### src/cg_pkg.sv
/*
 * Shared constants of the clock generator mode-switching block: register
 * offsets, field positions, reset values, source codes and mode codes.
 * Assumes a 32-bit AXI4-Lite register bus with 8-bit byte addresses.
 */
`default_nettype none
package cg_pkg;

   // Register byte offsets.
   localparam logic [7:0] OFS_CTRL1 = 8'h00;
   localparam logic [7:0] OFS_CTRL2 = 8'h04;
   localparam logic [7:0] OFS_CTRL3 = 8'h08;
   localparam logic [7:0] OFS_STATUS = 8'h0C;

   // Control register 1 fields.
   localparam int C1_CLK_SOURCE_SEL_LSB = 6;
   localparam int C1_REF_DIVIDER_SEL_LSB = 3;
   localparam int C1_INT_REF_SELECT_BIT = 2;
   localparam int C1_INT_REF_OUT_EN_BIT = 1;
   // Control register 2 fields.
   localparam int C2_BUS_DIVIDER_SEL_LSB = 6;
   localparam int C2_RANGE_BIT = 5;
   localparam int C2_HGO_BIT = 4;
   localparam int C2_LP_BIT = 3;
   localparam int C2_XTAL_BIT = 2;
   localparam int C2_EXT_REF_OUT_EN_BIT = 1;
   // Control register 3 fields.
   localparam int C3_PLL_SELECT_BIT = 6;
   localparam int C3_VCO_MULTIPLIER_SEL_LSB = 0;
   localparam logic [7:0] C3_WMASK = 8'h4F;
   // Status register fields.
   localparam int ST_LOCK_BIT = 6;
   localparam int ST_PLL_SELECT_STATUS_BIT = 5;
   localparam int ST_IREFST_BIT = 4;
   localparam int ST_CLK_SOURCE_STATUS_LSB = 2;
   localparam int ST_OSC_READY_FLAG_BIT = 1;

   // Reset values: internal FLL mode, bus divider at divide-by-2.
   localparam logic [7:0] RST_CTRL1 = 8'h04;
   localparam logic [7:0] RST_CTRL2 = 8'h40;
   localparam logic [7:0] RST_CTRL3 = 8'h01;

   // Clock source codes shared by the select and status fields.
   localparam logic [1:0] SRC_FLL = 2'h0;
   localparam logic [1:0] SRC_INT = 2'h1;
   localparam logic [1:0] SRC_EXT = 2'h2;
   localparam logic [1:0] SRC_PLL = 2'h3;

   // AXI response codes.
   localparam logic [1:0] RESP_OKAY = 2'h0;
   localparam logic [1:0] RESP_SLVERR = 2'h2;

   // Operating modes, one-hot.
   localparam logic [7:0] MODE_FEI = 8'h01;
   localparam logic [7:0] MODE_FEE = 8'h02;
   localparam logic [7:0] MODE_FBE = 8'h04;
   localparam logic [7:0] MODE_FBI = 8'h08;
   localparam logic [7:0] MODE_PEE = 8'h10;
   localparam logic [7:0] MODE_PBE = 8'h20;
   localparam logic [7:0] MODE_LOWPOWER_INT_BYPASS_MODE = 8'h40;
   localparam logic [7:0] MODE_LOWPOWER_EXT_BYPASS_MODE = 8'h80;

   // States of the glitch-free source switch.
   typedef enum logic [2:0] {
      SW_RUN = 3'b001,
      SW_DRAIN = 3'b010,
      SW_ARM = 3'b100
   } cg_sw_state_t;

endpackage
`default_nettype wire

### src/cg_clock_gen.sv
/*
 * Clock generator mode-switching logic: AXI4-Lite control and status
 * registers, reference and bus dividers, loop enables and a glitch-free
 * output source multiplexer. All clocks are seen as sampled levels on
 * aclk, which must run well above every reference and loop clock.
 * Assumes the oscillator, FLL and PLL report readiness and lock as
 * levels synchronous to aclk.
 */
// What this block does
// - External reference, source select 00, FLL selected: FLL drives output.
// - External reference, source select 10: external clock drives output directly.
// - FLL bypassed external mode keeps FLL running and reporting lock.
// - Oscillator-ready flag sets after crystal init; software waits for it.
// - Source select 01 switches output to internal reference; software waits status.
// - Each select change appears later in its status bit; software checks.
// - Bus clock is generated clock divided by two in every mode.
// - Internal FLL mode: divided internal reference times 1024 over bus divider.
// - External FLL mode: divided external reference times 1024 over bus divider.
// - Bypass modes: selected reference divided only by bus divider.
// - External PLL mode: divided reference times multiplier over bus divider.
// - Control 2 holds bus divider, range, gain, crystal, output enable.
// - Control 1 holds source select, reference divider, reference select.
// - Status holds internal reference status bit 4, source status 3:2.
// - Control 3 holds loop select bit 6, multiplier bits 3:0.
// - Low-power external bypass keeps both loops off; writes only prepare.
// - Low-power bit enters or leaves low-power bypass per loop select.
// - Loop select status sets when PLL active; lock flag when PLL locks.
// - Loop select set and source 00: PLL drives output, status 11.
// - Unavailable new source leaves previous source driving output.
// - Bus divider writes take effect immediately, no handshake.
`timescale 1ns/100ps
`default_nettype none
module cg_clock_gen (
   // Clock and reset.
   input wire logic aclk,
   input wire logic aresetn,
   // AXI4-Lite write address channel.
   input wire logic [7:0] s_axi_awaddr,
   input wire logic s_axi_awvalid,
   output logic s_axi_awready,
   // AXI4-Lite write data channel.
   input wire logic [31:0] s_axi_wdata,
   input wire logic [3:0] s_axi_wstrb,
   input wire logic s_axi_wvalid,
   output logic s_axi_wready,
   // AXI4-Lite write response channel.
   output logic [1:0] s_axi_bresp,
   output logic s_axi_bvalid,
   input wire logic s_axi_bready,
   // AXI4-Lite read address channel.
   input wire logic [7:0] s_axi_araddr,
   input wire logic s_axi_arvalid,
   output logic s_axi_arready,
   // AXI4-Lite read data channel.
   output logic [31:0] s_axi_rdata,
   output logic [1:0] s_axi_rresp,
   output logic s_axi_rvalid,
   input wire logic s_axi_rready,
   // Clock levels from the references and loops.
   input wire logic ext_ref_in,
   input wire logic int_ref_in,
   input wire logic fll_clk_in,
   input wire logic pll_clk_in,
   // Status from the oscillator and loops.
   input wire logic osc_stable_in,
   input wire logic fll_lock_in,
   input wire logic pll_lock_in,
   // Controls to the oscillator and loops.
   output logic osc_enable,
   output logic osc_high_range,
   output logic osc_high_gain,
   output logic osc_crystal,
   output logic fll_enable,
   output logic pll_enable,
   output logic [3:0] vco_mult_out,
   output logic ref_div_clk_out,
   // Generated clocks and mode.
   output logic gen_clock_out,
   output logic bus_clock_out,
   output logic ext_ref_out,
   output logic int_ref_out,
   output logic [7:0] mode_out
);
   import cg_pkg::*;

   // Tap of a ripple-style edge counter: divide by 2**sel, sel 0 passes raw.
   function automatic logic div_tap(input logic [6:0] cnt, input logic [2:0] sel,
                                    input logic raw);
      logic r;
      r = raw;
      if (sel != 3'h0) begin
         r = cnt[sel - 3'h1];
      end
      return r;
   endfunction

   // Level of one of the four output sources.
   function automatic logic src_level(input logic [1:0] sel, input logic f,
                                      input logic i, input logic e, input logic p);
      logic r;
      unique case (sel)
         SRC_FLL: r = f;
         SRC_INT: r = i;
         SRC_EXT: r = e;
         SRC_PLL: r = p;
      endcase
      return r;
   endfunction

   logic [7:0] clkgen_ctrl1_reg;
   logic [7:0] clkgen_ctrl2_reg;
   logic [7:0] clkgen_ctrl3_reg;
   logic [1:0] clk_source_status;
   logic int_ref_status;
   logic pll_select_status;
   logic osc_ready_flag;
   logic lock_flag;
   cg_sw_state_t sw_state;
   logic [6:0] ref_cnt;
   logic [6:0] bus_cnt;
   logic ref_prev;
   logic src_prev;
   logic [7:0] waddr;
   logic [31:0] wdata;
   logic [3:0] wstrb;

   // Register fields by their working names.
   wire logic [1:0] clk_source_sel = clkgen_ctrl1_reg[C1_CLK_SOURCE_SEL_LSB +: 2];
   wire logic [2:0] ref_divider_sel = clkgen_ctrl1_reg[C1_REF_DIVIDER_SEL_LSB +: 3];
   wire logic int_ref_select = clkgen_ctrl1_reg[C1_INT_REF_SELECT_BIT];
   wire logic int_ref_out_en = clkgen_ctrl1_reg[C1_INT_REF_OUT_EN_BIT];
   wire logic [1:0] bus_divider_sel = clkgen_ctrl2_reg[C2_BUS_DIVIDER_SEL_LSB +: 2];
   wire logic high_gain_osc = clkgen_ctrl2_reg[C2_HGO_BIT];
   wire logic low_power_bypass = clkgen_ctrl2_reg[C2_LP_BIT];
   wire logic ext_crystal_sel = clkgen_ctrl2_reg[C2_XTAL_BIT];
   wire logic ext_ref_out_en = clkgen_ctrl2_reg[C2_EXT_REF_OUT_EN_BIT];
   wire logic pll_select = clkgen_ctrl3_reg[C3_PLL_SELECT_BIT];
   wire logic [3:0] vco_multiplier_sel = clkgen_ctrl3_reg[C3_VCO_MULTIPLIER_SEL_LSB +: 4];
   wire logic [7:0] clkgen_status_reg = {1'b0, lock_flag, pll_select_status,
      int_ref_status, clk_source_status, osc_ready_flag, 1'b0};
   // Low power applies only while a bypass source drives the output.
   wire logic lp_active = low_power_bypass
      && (clk_source_status == SRC_INT || clk_source_status == SRC_EXT);
   wire logic ext_avail = !ext_crystal_sel || osc_ready_flag;
   wire logic next_fll_en = !lp_active && !pll_select_status;
   wire logic next_pll_en = !lp_active && pll_select_status;

   // Source that the select asks for; select 00 means the active loop.
   wire logic [1:0] src_target = (clk_source_sel == SRC_FLL)
      ? (pll_select_status ? SRC_PLL : SRC_FLL) : clk_source_sel;
   wire logic tgt_avail = (src_target == SRC_INT)
      || (src_target == SRC_EXT && ext_avail)
      || (src_target == SRC_FLL && fll_enable)
      || (src_target == SRC_PLL && pll_enable && lock_flag);
   wire logic tgt_valid = (clk_source_sel != SRC_PLL);
   wire logic old_lvl = src_level(clk_source_status, fll_clk_in, int_ref_in,
                                  ext_ref_in, pll_clk_in);
   wire logic new_lvl = src_level(src_target, fll_clk_in, int_ref_in,
                                  ext_ref_in, pll_clk_in);
   wire logic need_switch = tgt_valid && tgt_avail && src_target != clk_source_status;
   wire logic switch_ok = sw_state == SW_ARM && need_switch && !new_lvl;
   // The output is held low while the switch is armed, so no runt pulse escapes.
   wire logic mux_lvl = (sw_state == SW_ARM) ? 1'b0 : old_lvl;
   // Loop reference: the selected reference through the reference divider.
   wire logic ref_src = int_ref_status ? int_ref_in : ext_ref_in;
   wire logic ref_rise = ref_src && !ref_prev;
   wire logic src_rise = mux_lvl && !src_prev;
   wire logic next_ref_div = div_tap(ref_cnt, ref_divider_sel, ref_src);
   wire logic next_gen = div_tap(bus_cnt, {1'b0, bus_divider_sel}, mux_lvl);
   wire logic int_ref_select_ok = !int_ref_in && !ext_ref_in && (int_ref_select || ext_avail);
   // Operating mode as seen from the status.
   wire logic [7:0] next_mode = (clk_source_status == SRC_PLL) ? MODE_PEE
      : (clk_source_status == SRC_FLL) ? (int_ref_status ? MODE_FEI : MODE_FEE)
      : (clk_source_status == SRC_INT) ? (lp_active ? MODE_LOWPOWER_INT_BYPASS_MODE : MODE_FBI)
      : lp_active ? MODE_LOWPOWER_EXT_BYPASS_MODE : (pll_select_status ? MODE_PBE : MODE_FBE);
   // Bus decode.
   wire logic do_write = !s_axi_awready && !s_axi_wready && !s_axi_bvalid;
   wire logic w_hit = waddr == OFS_CTRL1 || waddr == OFS_CTRL2
      || waddr == OFS_CTRL3 || waddr == OFS_STATUS;
   wire logic w_lane = do_write && wstrb[0];
   wire logic r_hit = s_axi_araddr == OFS_CTRL1 || s_axi_araddr == OFS_CTRL2
      || s_axi_araddr == OFS_CTRL3 || s_axi_araddr == OFS_STATUS;
   wire logic [7:0] r_byte = (s_axi_araddr == OFS_CTRL1) ? clkgen_ctrl1_reg
      : (s_axi_araddr == OFS_CTRL2) ? clkgen_ctrl2_reg
      : (s_axi_araddr == OFS_CTRL3) ? clkgen_ctrl3_reg
      : (s_axi_araddr == OFS_STATUS) ? clkgen_status_reg : 8'h00;

   // Write address and data are taken in either order and held until the response.
   always_ff @(posedge aclk) begin
      if (!aresetn) begin
         s_axi_awready <= 1'b1;
         s_axi_wready <= 1'b1;
         s_axi_bvalid <= 1'b0;
         s_axi_bresp <= RESP_OKAY;
         waddr <= 8'h00;
         wdata <= 32'h0000_0000;
         wstrb <= 4'h0;
      end else begin
         if (s_axi_awvalid && s_axi_awready) begin
            s_axi_awready <= 1'b0;
            waddr <= s_axi_awaddr;
         end
         if (s_axi_wvalid && s_axi_wready) begin
            s_axi_wready <= 1'b0;
            wdata <= s_axi_wdata;
            wstrb <= s_axi_wstrb;
         end
         if (do_write) begin
            s_axi_bvalid <= 1'b1;
            s_axi_bresp <= w_hit ? RESP_OKAY : RESP_SLVERR;
         end
         if (s_axi_bvalid && s_axi_bready) begin
            s_axi_bvalid <= 1'b0;
            s_axi_awready <= 1'b1;
            s_axi_wready <= 1'b1;
         end
      end
   end

   // Control registers; only byte lane 0 carries data, status is read-only.
   always_ff @(posedge aclk) begin
      if (!aresetn) begin
         clkgen_ctrl1_reg <= RST_CTRL1;
         clkgen_ctrl2_reg <= RST_CTRL2;
         clkgen_ctrl3_reg <= RST_CTRL3;
      end else if (w_lane) begin
         if (waddr == OFS_CTRL1) begin
            clkgen_ctrl1_reg <= wdata[7:0];
         end
         if (waddr == OFS_CTRL2) begin
            clkgen_ctrl2_reg <= wdata[7:0];
         end
         if (waddr == OFS_CTRL3) begin
            clkgen_ctrl3_reg <= wdata[7:0] & C3_WMASK;
         end
      end
   end

   // Reads answer one cycle after the address is taken.
   always_ff @(posedge aclk) begin
      if (!aresetn) begin
         s_axi_arready <= 1'b1;
         s_axi_rvalid <= 1'b0;
         s_axi_rdata <= 32'h0000_0000;
         s_axi_rresp <= RESP_OKAY;
      end else if (s_axi_arvalid && s_axi_arready) begin
         s_axi_arready <= 1'b0;
         s_axi_rvalid <= 1'b1;
         s_axi_rdata <= {24'h00_0000, r_byte};
         s_axi_rresp <= r_hit ? RESP_OKAY : RESP_SLVERR;
      end else if (s_axi_rvalid && s_axi_rready) begin
         s_axi_rvalid <= 1'b0;
         s_axi_arready <= 1'b1;
      end
   end

   // Status bits follow their selects once the hardware has really moved.
   always_ff @(posedge aclk) begin
      if (!aresetn) begin
         int_ref_status <= 1'b1;
         pll_select_status <= 1'b0;
         osc_ready_flag <= 1'b0;
         lock_flag <= 1'b0;
      end else begin
         // Reference change waits until both references are low.
         if (int_ref_status != int_ref_select && int_ref_select_ok) begin
            int_ref_status <= int_ref_select;
         end
         // Loop choice is frozen in low power, so writes there only prepare.
         if (!lp_active) begin
            pll_select_status <= pll_select;
         end
         osc_ready_flag <= ext_crystal_sel && osc_stable_in;
         lock_flag <= pll_select_status ? (pll_enable && pll_lock_in)
                                        : (fll_enable && fll_lock_in);
      end
   end

   // Glitch-free switch: wait for the old source low, gate, wait for the new low.
   always_ff @(posedge aclk) begin
      if (!aresetn) begin
         sw_state <= SW_RUN;
         clk_source_status <= SRC_FLL;
      end else begin
         unique case (sw_state)
            SW_RUN: begin
               if (need_switch) begin
                  sw_state <= SW_DRAIN;
               end
            end
            SW_DRAIN: begin
               if (!need_switch) begin
                  sw_state <= SW_RUN;
               end else if (!old_lvl) begin
                  sw_state <= SW_ARM;
               end
            end
            SW_ARM: begin
               if (!need_switch) begin
                  sw_state <= SW_RUN;
               end else if (!new_lvl) begin
                  clk_source_status <= src_target;
                  sw_state <= SW_RUN;
               end
            end
            default: sw_state <= SW_RUN;
         endcase
      end
   end

   // Reference and bus dividers count rising edges of their sampled inputs.
   always_ff @(posedge aclk) begin
      if (!aresetn) begin
         ref_prev <= 1'b0;
         src_prev <= 1'b0;
         ref_cnt <= 7'h00;
         bus_cnt <= 7'h00;
      end else begin
         ref_prev <= ref_src;
         src_prev <= mux_lvl;
         ref_cnt <= ref_cnt + {6'h00, ref_rise};
         bus_cnt <= bus_cnt + {6'h00, src_rise};
      end
   end

   // Registered outputs; the loop multiplies the divided reference itself.
   always_ff @(posedge aclk) begin
      if (!aresetn) begin
         gen_clock_out <= 1'b0;
         bus_clock_out <= 1'b0;
         ref_div_clk_out <= 1'b0;
         fll_enable <= 1'b1;
         pll_enable <= 1'b0;
         mode_out <= MODE_FEI;
      end else begin
         gen_clock_out <= next_gen;
         bus_clock_out <= bus_clock_out ^ (next_gen && !gen_clock_out);
         ref_div_clk_out <= next_ref_div;
         fll_enable <= next_fll_en;
         pll_enable <= next_pll_en;
         mode_out <= next_mode;
      end
   end

   // Oscillator controls and reference clock outputs.
   always_ff @(posedge aclk) begin
      if (!aresetn) begin
         osc_enable <= 1'b0;
         osc_high_range <= 1'b0;
         osc_high_gain <= 1'b0;
         osc_crystal <= 1'b0;
         vco_mult_out <= 4'h0;
         ext_ref_out <= 1'b0;
         int_ref_out <= 1'b0;
      end else begin
         osc_enable <= ext_ref_out_en || !int_ref_status;
         osc_high_range <= clkgen_ctrl2_reg[C2_RANGE_BIT];
         osc_high_gain <= high_gain_osc;
         osc_crystal <= ext_crystal_sel;
         vco_mult_out <= vco_multiplier_sel;
         ext_ref_out <= ext_ref_out_en && ext_ref_in;
         int_ref_out <= int_ref_out_en && int_ref_in;
      end
   end

   chk_bus_half_rate: assert property (@(posedge aclk) disable iff (!aresetn)
      $changed(bus_clock_out) == $rose(gen_clock_out))
      else $error("bus clock did not follow generated clock rise");
   chk_lp_loops_off: assert property (@(posedge aclk) disable iff (!aresetn)
      lp_active |=> !fll_enable && !pll_enable)
      else $error("loop enabled in low power bypass");
   chk_pll_status_src: assert property (@(posedge aclk) disable iff (!aresetn)
      clk_source_status == SRC_PLL |-> pll_select_status)
      else $error("pll source shown without pll selected");
   chk_switch_safe: assert property (@(posedge aclk) disable iff (!aresetn)
      $changed(clk_source_status) |-> $past(switch_ok) && !$past(mux_lvl))
      else $error("source switched while a clock was high");
   chk_hold_unavail: assert property (@(posedge aclk) disable iff (!aresetn)
      !tgt_avail |=> $stable(clk_source_status))
      else $error("switched to an unavailable source");
   chk_ref_div_pass: assert property (@(posedge aclk) disable iff (!aresetn)
      ref_divider_sel == 3'h0 |=> ref_div_clk_out == $past(ref_src))
      else $error("reference divider 1 not passing reference");
   chk_osc_ready: assert property (@(posedge aclk) disable iff (!aresetn)
      ##1 osc_ready_flag == $past(ext_crystal_sel && osc_stable_in))
      else $error("oscillator ready flag wrong");
   chk_fbe_fll_on: assert property (@(posedge aclk) disable iff (!aresetn)
      mode_out == MODE_FBE |-> fll_enable)
      else $error("fll off in fll bypassed external mode");
   chk_bus_divider_sel_now: assert property (@(posedge aclk) disable iff (!aresetn)
      bus_divider_sel == 2'h0 |=> gen_clock_out == $past(mux_lvl))
      else $error("bus divider 1 not immediate");
endmodule
`default_nettype wire

### config.mk
export PLATFORM = sky130hd
export DESIGN_NAME = cg_clock_gen
export DESIGN_NICKNAME = d
export VERILOG_FILES = /design/src/cg_pkg.sv /design/src/cg_clock_gen.sv
export SDC_FILE = /design/constraint.sdc
export NUM_CORES = 1
export LEC_CHECK = 0
export ABC_AREA = 0
export ABC_CLOCK_PERIOD_IN_PS = 2750
export BUFFER_PORTS_ARGS = -buffer_cell sky130_fd_sc_hd__buf_2
export CAP_MARGIN = 10
export CORE_UTILIZATION = 40
export CTS_CLUSTER_DIAMETER = 60
export DETAILED_ROUTE_END_ITERATION = 12
export PLACE_DENSITY = 0.77
export SETUP_SLACK_MARGIN = 0.2
export SLEW_MARGIN = 20
export SYNTH_ARGS = -nofsm -noshare
export SYNTH_HDL_FRONTEND = slang
export SYNTH_SLANG_ARGS = --single-unit
### constraint.sdc
create_clock -name aclk -period 2.75 [get_ports aclk]
set_input_delay 0.4125 -clock aclk [delete_from_list [all_inputs] [get_ports aclk]]
set_output_delay 0.4125 -clock aclk [all_outputs]
set_load 0.03 [all_outputs]
==> After elaboration in Yosys (flattened, before gate mapping) <==
Index checks and enable logic that the tools add are counted.
{ "op_classes": {"reduce_logical": 68, "eq_ne": 21, "bitwise": 3, "n_addsub": 4, "n_lt_le_gt_ge": 2, "mux": 36} }
{ "op_table": {"columns": ["cell", "n"], "rows": [
  ["2-to-1 mux 8 bit", 5],
  ["equality test 8 x 4 -> 1 bit (second input constant)", 4],
  ["logical AND 1 bit", 28],
  ["2-to-1 mux 7 bit", 3],
  ["equality test 8 x 3 -> 1 bit (second input constant)", 2],
  ["logical NOT 8 bit", 2],
  ["2-to-1 mux 3 bit", 5],
  ["adder 7 x 1 -> 7 bit", 2],
  ["logical OR 1 bit", 13],
  ["logical NOT 1 bit", 12],
  ["2-to-1 mux 1 bit", 11],
  ["2-to-1 mux 2 bit", 5],
  ["one-hot mux 3 bit (3 select lines)", 1],
  ["equality test 2 bit (second input constant)", 4],
  ["less-than comparator 3 x 4 -> 1 bit (second input constant)", 2],
  ["one-hot mux 1 bit (4 select lines)", 2],
  ["binary-select mux 1 bit (select 3 bit)", 2],
  ["logical NOT 2 bit", 3],
  ["2-to-1 mux 6 bit", 1],
  ["inequality test 3 bit (second input constant)", 2],
  ["AND reduction 2 bit", 3],
  ["AND reduction 3 bit", 2],
  ["2-to-1 mux 5 bit", 1],
  ["equality test 2 x 1 -> 1 bit (second input constant)", 2],
  ["13 further kinds", 17]
]} }
{ "totals": {"word_cells": 172, "output_inout_bits": 64, "inputBits": 66, "regBits": 103} }

==> Depth between registers and ports, before layout <==
Gate-level depths: netlist of run 1.
{ "depth": {"ltp_word": 11, "mapped_depth": 10} }

==> Least setup slack after synthesis of run 1 <==
OpenSTA, ideal clock, no wires.
{ "synth_path": {"path_type": "reg2reg", "start": "reg clk_source_status[1]", "end": "reg bus_cnt[1]", "setup_ns": 0.115, "synth_period_minus_slack_ns": 2.040, "setup_slack_ns": 0.710, "stages_incl_launch_ff": 10, "path_buffers": 0, "arrival_time_ns": 1.925, "t_required_ns": 2.635, "path_cell_list": "dfxtp_1 -> inv_1 -> ha_1 -> a222oi_1 -> mux2i_1 -> nand2_1 -> nor2_1 -> ha_1 -> ha_1 -> and2_1"} }
{ "synth_between": {"elab_chain_cells": 5} }
{ "synth_lines": {"columns": ["item", "line", "rtl"], "rows": [
  ["from (decl)", "cg_clock_gen.sv:113", "logic [1:0] clk_source_status;"],
  ["from (signal assigned)", "cg_clock_gen.sv:302", "clk_source_status <= src_target;"],
  ["equality test 2 bit, or another cell as far along", "cg_clock_gen.sv:101", "unique case (sel)"],
  ["one-hot mux 1 bit (4 select lines) (*)", "cg_clock_gen.sv:101", null],
  ["2-to-1 mux 1 bit (*)", "cg_clock_gen.sv:163", "wire logic mux_lvl = (sw_state == SW_ARM) ? 1'b0 : old_lvl;"],
  ["logical AND 1 bit (*)", "cg_clock_gen.sv:167", "wire logic src_rise = mux_lvl && !src_prev;"],
  ["adder 7 x 1 -> 7 bit (*)", "cg_clock_gen.sv:322", "bus_cnt <= bus_cnt + {6'h00, src_rise};"],
  ["to (signal assigned)", "cg_clock_gen.sv:322", null],
  ["to (decl)", "cg_clock_gen.sv:120", "logic [6:0] bus_cnt;"]
]} }
Every way passes the cells marked *; elsewhere a longest branch is shown, timed or not.
A chain may end at the register's enable or synchronous reset.

==> Final worst setup path of run 1 <==
{ "layout_path": {"start": "reg clk_source_status[1]", "end": "reg bus_cnt[3]"} }
Same word-level chain as after synthesis.

==> results of run 1 <==
[worst max path at each step]
stage                          from    endpoint  slack, ps
6_report       clk_source_status[1]  bus_cnt[3]        490
5_1_grt        clk_source_status[1]  bus_cnt[3]        300
4_1_cts        clk_source_status[1]  bus_cnt[3]        370
3_5_place_dp   clk_source_status[1]  bus_cnt[1]        400
3_3_place_gp   clk_source_status[1]  bus_cnt[1]        520
2_1_floorplan  clk_source_status[1]  bus_cnt[1]        710
[per-stage QoR]
step	total power, W	util (%)	area, µm²
global placement	0.00176	46.1	4570
finish	0.00276	48.4	4790
CTS	0.00278	48.4	4790
detailed placement	0.00176	46.1	4570
floorplan	0.00172	-	4240
global route	0.00287	48.4	4790
[critical path, stage by stage, from the launching register on]
cell      delay, ps
dfxtp_2         410
inv_1           110
ha_1            270
a222oi_1        370
mux2i_1         200
nand2_1         130
nor2_1           50
ha_1            200
and3_1          190
xnor2_1         150
nor2_1           50
[synth_stat cells (all sizes together), types with 6 or more instances]
cell type  count
clkbuf        17
nor2          43
mux2i         18
and2          12
buf           29
ha            12
dfxtp         98
and3           8
a21oi         38
inv           15
nor3           8
o21ai          6
nand3         23
a22oi          7
mux4           7
nand2         49
[kinds of logic (layout without fill, tap and decap cells)]
logic type               after synthesis  count (layout)  synth area share [%]
AND/OR/NAND/NOR                      170             170                  19.9
AO/OA/AOI/OAI                         68              68                  10.1
other                                  1              26                0.0904
flip-flops                            98              98                  47.3
XOR/XNOR                               8               8                  1.69
multiplexers                          29              29                  9.32
buffers and inverters                 62             113                  8.00
adder cells (fa/ha/maj)               12              12                  3.62
[power by group through the flow]
stage / combinational (W) / sequential, W / clock (W)
floorplan: 0.000180 / 0.00154 / 0
global placement: 0.000238 / 0.00152 / 0
detailed placement: 0.000243 / 0.00152 / 0
CTS: 0.000245 / 0.00149 / 0.00105
global route: 0.000267 / 0.00149 / 0.00111
finish: 0.000245 / 0.00149 / 0.00103
[layer usage]
layer  GRT usage, %  vias to the layer above
li1               -                     1636
met1           22.7                     1552
met2           26.8                      111
met3           3.52                        7
met4           6.63                        0
met5              0                        -
[final cells by class]
cell class                      instances  area share (%)
Tap cell                              133            3.47
Timing Repair Buffer                   81            8.98
Clock inverter                          6            1.85
Clock buffer                           10            2.87
Multi-Input combinational cell        313            40.6
Inverter                               16            1.25
Sequential cell                        98            41.0
==> impl_metrics.ini, run 1 <==
[job]
maxCapViolations = 0

[timing]
final.setup.tns_ps = 0
skew_ps = 9.02
worst_slack_ps = 488
setup_viol = 0
fin_crit_sh_pct = 82.2
slew_violations = 0
rsz0062_at_grt = no
worst_pin_slew_ps = 605
whs_ps = 286
max_freq_mhz = 442
finalCriticalPeriod_ps = 2260
hold_viol_final = 0
max-slew-margin-rel_pct = 59.5

[finish]
multi_input_area_mm2 = 0.00195
seq_area_mm2 = 0.00196
syn2layout_area_growth_pct = 15.6
layout.cells.non_filler = 657
drive_gt1_share_pct = 21.4
fillers = 963
final_common_cell = dfxtp_1
fin_nets = 597
diodes = 0
final_cell_mix = dfxtp_1, buf_2, nand2_1

[critical_path]
rr_worst_depth = 10
crit_type = register to register
regToRegSetupSlack_ps = 490
worstPathMaxFanout = 8
r2r-start = clk_source_status[1]
worstSetupStartpointType = register
reg2reg_to = bus_cnt[3]
critical_path_arrival_ps = 2500
critical_path_required_ps = 2990
critPathCaptureType = register

[global_route]
grt-ovfl-total = 0
grt_util_all_layers_pct = 17.0
antenna_found_initial = 0
grt_max_degree = 64
grt_pass1_vias = 3034
grt_first_pass_wirelength_um = 14700

[synth]
synth_top_cell_area_share_pct = 47.3
synth.area.top_cells = dfxtp_1, buf_4, a21oi_1
syn_inst = 448
ys_seq_area_share_pct = 47.3
synth_flop_cell = dfxtp_1
synthArstFlopShare_pct = 0
ys_seq_elements = 98
syn_avg_cell_area_um2 = 9.26
synth-edff-count = 0
syn_area_mm2 = 0.00415
synth.distinct_cells = 49
synth_warnings = 0
yosysTopAreaCell = dfxtp_1

[clock_network]
hold_buffers = 0
cts_made_buffers = 9
root_buffer = clkbuf_8
clkSinkCount = 98
h-tree-depth = 3
cts_tree = built
clk_path_buf_depth = 2
clk_latency_ps = 370
clk_pin_slew_ps = 100
ctsResizeCount = 0
cts_setup_buffers = 0

[route]
vias = 3306
wl_per_cell_um = 13.5
drt-met1-wl_um = 4100
drt_iter0_markers = 178
drtAntennaViolNets = 0
drtPass1Iterations = 5
drcViolationCount = 0
vias_per_cell = 5.03
routed_wl_um = 8900
wl_met3_um = 543
met2_length_um = 4180
top_layer = met4

[power]
switching_share_pct = 25.0
leakagePower_nw = 2.13
power_frac_comb_pct = 8.9
p_per_area_mw_per_mm2 = 576
seqPwrFrac_pct = 53.9
p_sw_w = 0.000691
p_int_w = 0.00207
ir_drop_mv = 0.237
p_clk_share_pct = 37.3

[worst_hold_path]
min_to = osc_ready_flag
min_path_cells = 2
hp-start = osc_stable_in
hold_class = input port to register

[floorplan]
num_rows = 36
core_area_mm2 = 0.00991
die_area_mm2 = 0.0108
initial_core_util_pct = 41.8
die_y_um = 104
design.portCount = 130
die_w_um = 104

[place]
place_inst = 641
place_congestion = 0.801
hpwlAfterDp_um = 6440
dp_slack_ps = 402
port_buffers = 76

[run_status]
status = finished, final reports clean
Note: power is estimated with default switching activity, not from simulation.
==> run 2, diff against run 1 <==
- ABC_CLOCK_PERIOD_IN_PS: 2750 -> 2000
- PLACE_DENSITY: 0.77 -> 0.8
- clock period: 2.75 -> 2 ns (I/O delays scaled with it)
==> run 2 against run 1 <==
- register-to-register slack worse by 400 ps
- largest cell class is now multi-input combinational cells
- highest routed layer unchanged
- critical endpoint is now bus_cnt[2]
- hold slack lost 120 ps
- clock power up 29%
==> impl_metrics.ini, run 2 (synthesized netlist as in run 1, its figures left out) <==
[run_status]
status = finished, final reports clean

[global_route]
antenna_found_initial = 0
grt_max_degree = 67
grt_use_met1_pct = 22.4
grt_first_pass_wirelength_um = 15200
gr-max-usage-layer = met2
grt_pass1_vias = 3231
grt-ovfl-total = 0
grt_util_all_layers_pct = 17.5
grtUsageMet2_pct = 29.0
gr-usage-met3_pct = 4.15

[finish]
final_area_mm2 = 0.00509
syn2layout_area_growth_pct = 22.7
multi_input_area_mm2 = 0.00208
drive_gt1_share_pct = 29.4
seq_area_mm2 = 0.00198
final_common_cell = dfxtp_1
final_cell_mix = dfxtp_1, buf_2, nand2_1
fillers = 900
diodes = 0
fin_nets = 618

[route]
drtPass1Iterations = 6
drt_iter0_markers = 197
vias_per_cell = 5.01
wl_per_cell_um = 13.8
drtAntennaViolNets = 0
vias = 3400
drcViolationCount = 0
routed_wl_um = 9320

[clock_network]
clkSinkCount = 98
cts_tree = built
clk_latency_ps = 370
cts_made_buffers = 9
clk_pin_slew_ps = 100
root_buffer = clkbuf_8
clk_path_buf_depth = 2
hold_buffers = 0
h-tree-depth = 3

[critical_path]
regToRegSetupSlack_ps = 90
r2r-start = clk_source_status[1]
worstPathMaxFanout = 5
critPathCaptureType = register
critical_path_arrival_ps = 2160
worstSetupStartpointType = register
crit_type = register to register
rr_worst_depth = 10
critical_path_required_ps = 2250
reg2reg_to = bus_cnt[2]

[power]
ir_drop_mv = 0.345
p_per_area_mw_per_mm2 = 735
power_w = 0.00374
leakagePower_nw = 2.24

[place]
placed_area_mm2 = 0.00468
place_congestion = 0.827
hpwlAfterDp_um = 6710
dp_slack_ps = 87.5
port_buffers = 76

[timing]
finalCriticalPeriod_ps = 1910
slew_violations = 0
rsz0062_at_grt = yes
max_freq_mhz = 523
max-slew-margin-rel_pct = 63.5
final.setup.tns_ps = 0
worst_pin_slew_ps = 543
fin_crit_sh_pct = 95.5
worst_slack_ps = 89.8
hold_viol_final = 0
setup_viol = 0
skew_ps = 12.7

[worst_hold_path]
min_path_cells = 3
hp-start = s_axi_awaddr[5]
hold_class = input port to register
min_to = waddr[5]

[job]
maxCapViolations = 0

[floorplan]
design.portCount = 130
initial_core_util_pct = 41.8
die_w_um = 104
die_y_um = 104
num_rows = 36
core_area_mm2 = 0.00991
die_area_mm2 = 0.0108
==> run 2: cell types whose count changed in the layout (fill, tap and decap cells not counted), sizes merged <==
| cell | previous run | this run |
|---|---|---|
| buf | 81 | 102 |
| clkinv | 2 | 1 |
| bufinv | 2 | 1 |
| clkbuf | 10 | 9 |
| inv | 16 | 19 |
==> run 2: power by group <==
part | switching, W | internal, W
Combinational | 0.000245 | 0.000125
Sequential | 0.0000383 | 0.00200
Clock | 0.000729 | 0.000600
Total | 0.00101 | 0.00272
==> run 2: worst max-delay path: stages, from the launching register on <==
cell and delay (ps):
dfxtp_4 400, inv_4 60, ha_4 150, a222oi_1 330, mux2i_1 140, nand2_1 120, nor2_2 50, ha_2 200
ha_4 160, xnor2_2 140, nor2_1 50
==> run 2: layout make-up <==
cell class                      count  area share, %
Clock buffer                        9           2.44
Inverter                           16           1.28
Timing Repair Buffer              102           11.6
Tap cell                          133           3.27
Sequential cell                    98           38.9
Clock inverter                      7           1.62
Multi-Input combinational cell    313           41.0
==> run 2: worst max-delay path by stage <==
stage / endpoint / slack [ps] / start
4_1_cts: bus_cnt[1] / 100 / clk_source_status[0]
3_5_place_dp: bus_cnt[1] / 90 / clk_source_status[1]
5_1_grt: bus_cnt[2] / 70 / clk_source_status[1]
2_1_floorplan: bus_cnt[1] / 180 / clk_source_status[1]
3_3_place_gp: clkgen_ctrl2_reg[6] / 120 / waddr[0]
6_report: bus_cnt[2] / 90 / clk_source_status[1]
==> run 2: metrics by stage <==
stage	hold WS, ps	cells	utilization, %
2_1_floorplan	430	473	-
3_3_place_gp	444	652	47.2
3_5_place_dp	451	652	47.2
4_1_cts	159	672	50.0
5_1_grt	149	678	51.3
6_report	162	678	51.3
==> run 2: metal layers <==
metal	share of wire [%]	wire, µm
met1	45	4200
met2	48	4450
met3	5.8	539
met4	1.4	134
met5	0	0
==> run 2: timing repair <==
action,in CTS,in global routing
resized for setup,7,19
pin swaps,1,13
setup buffers,4,6
setup endpoints to repair,26,30
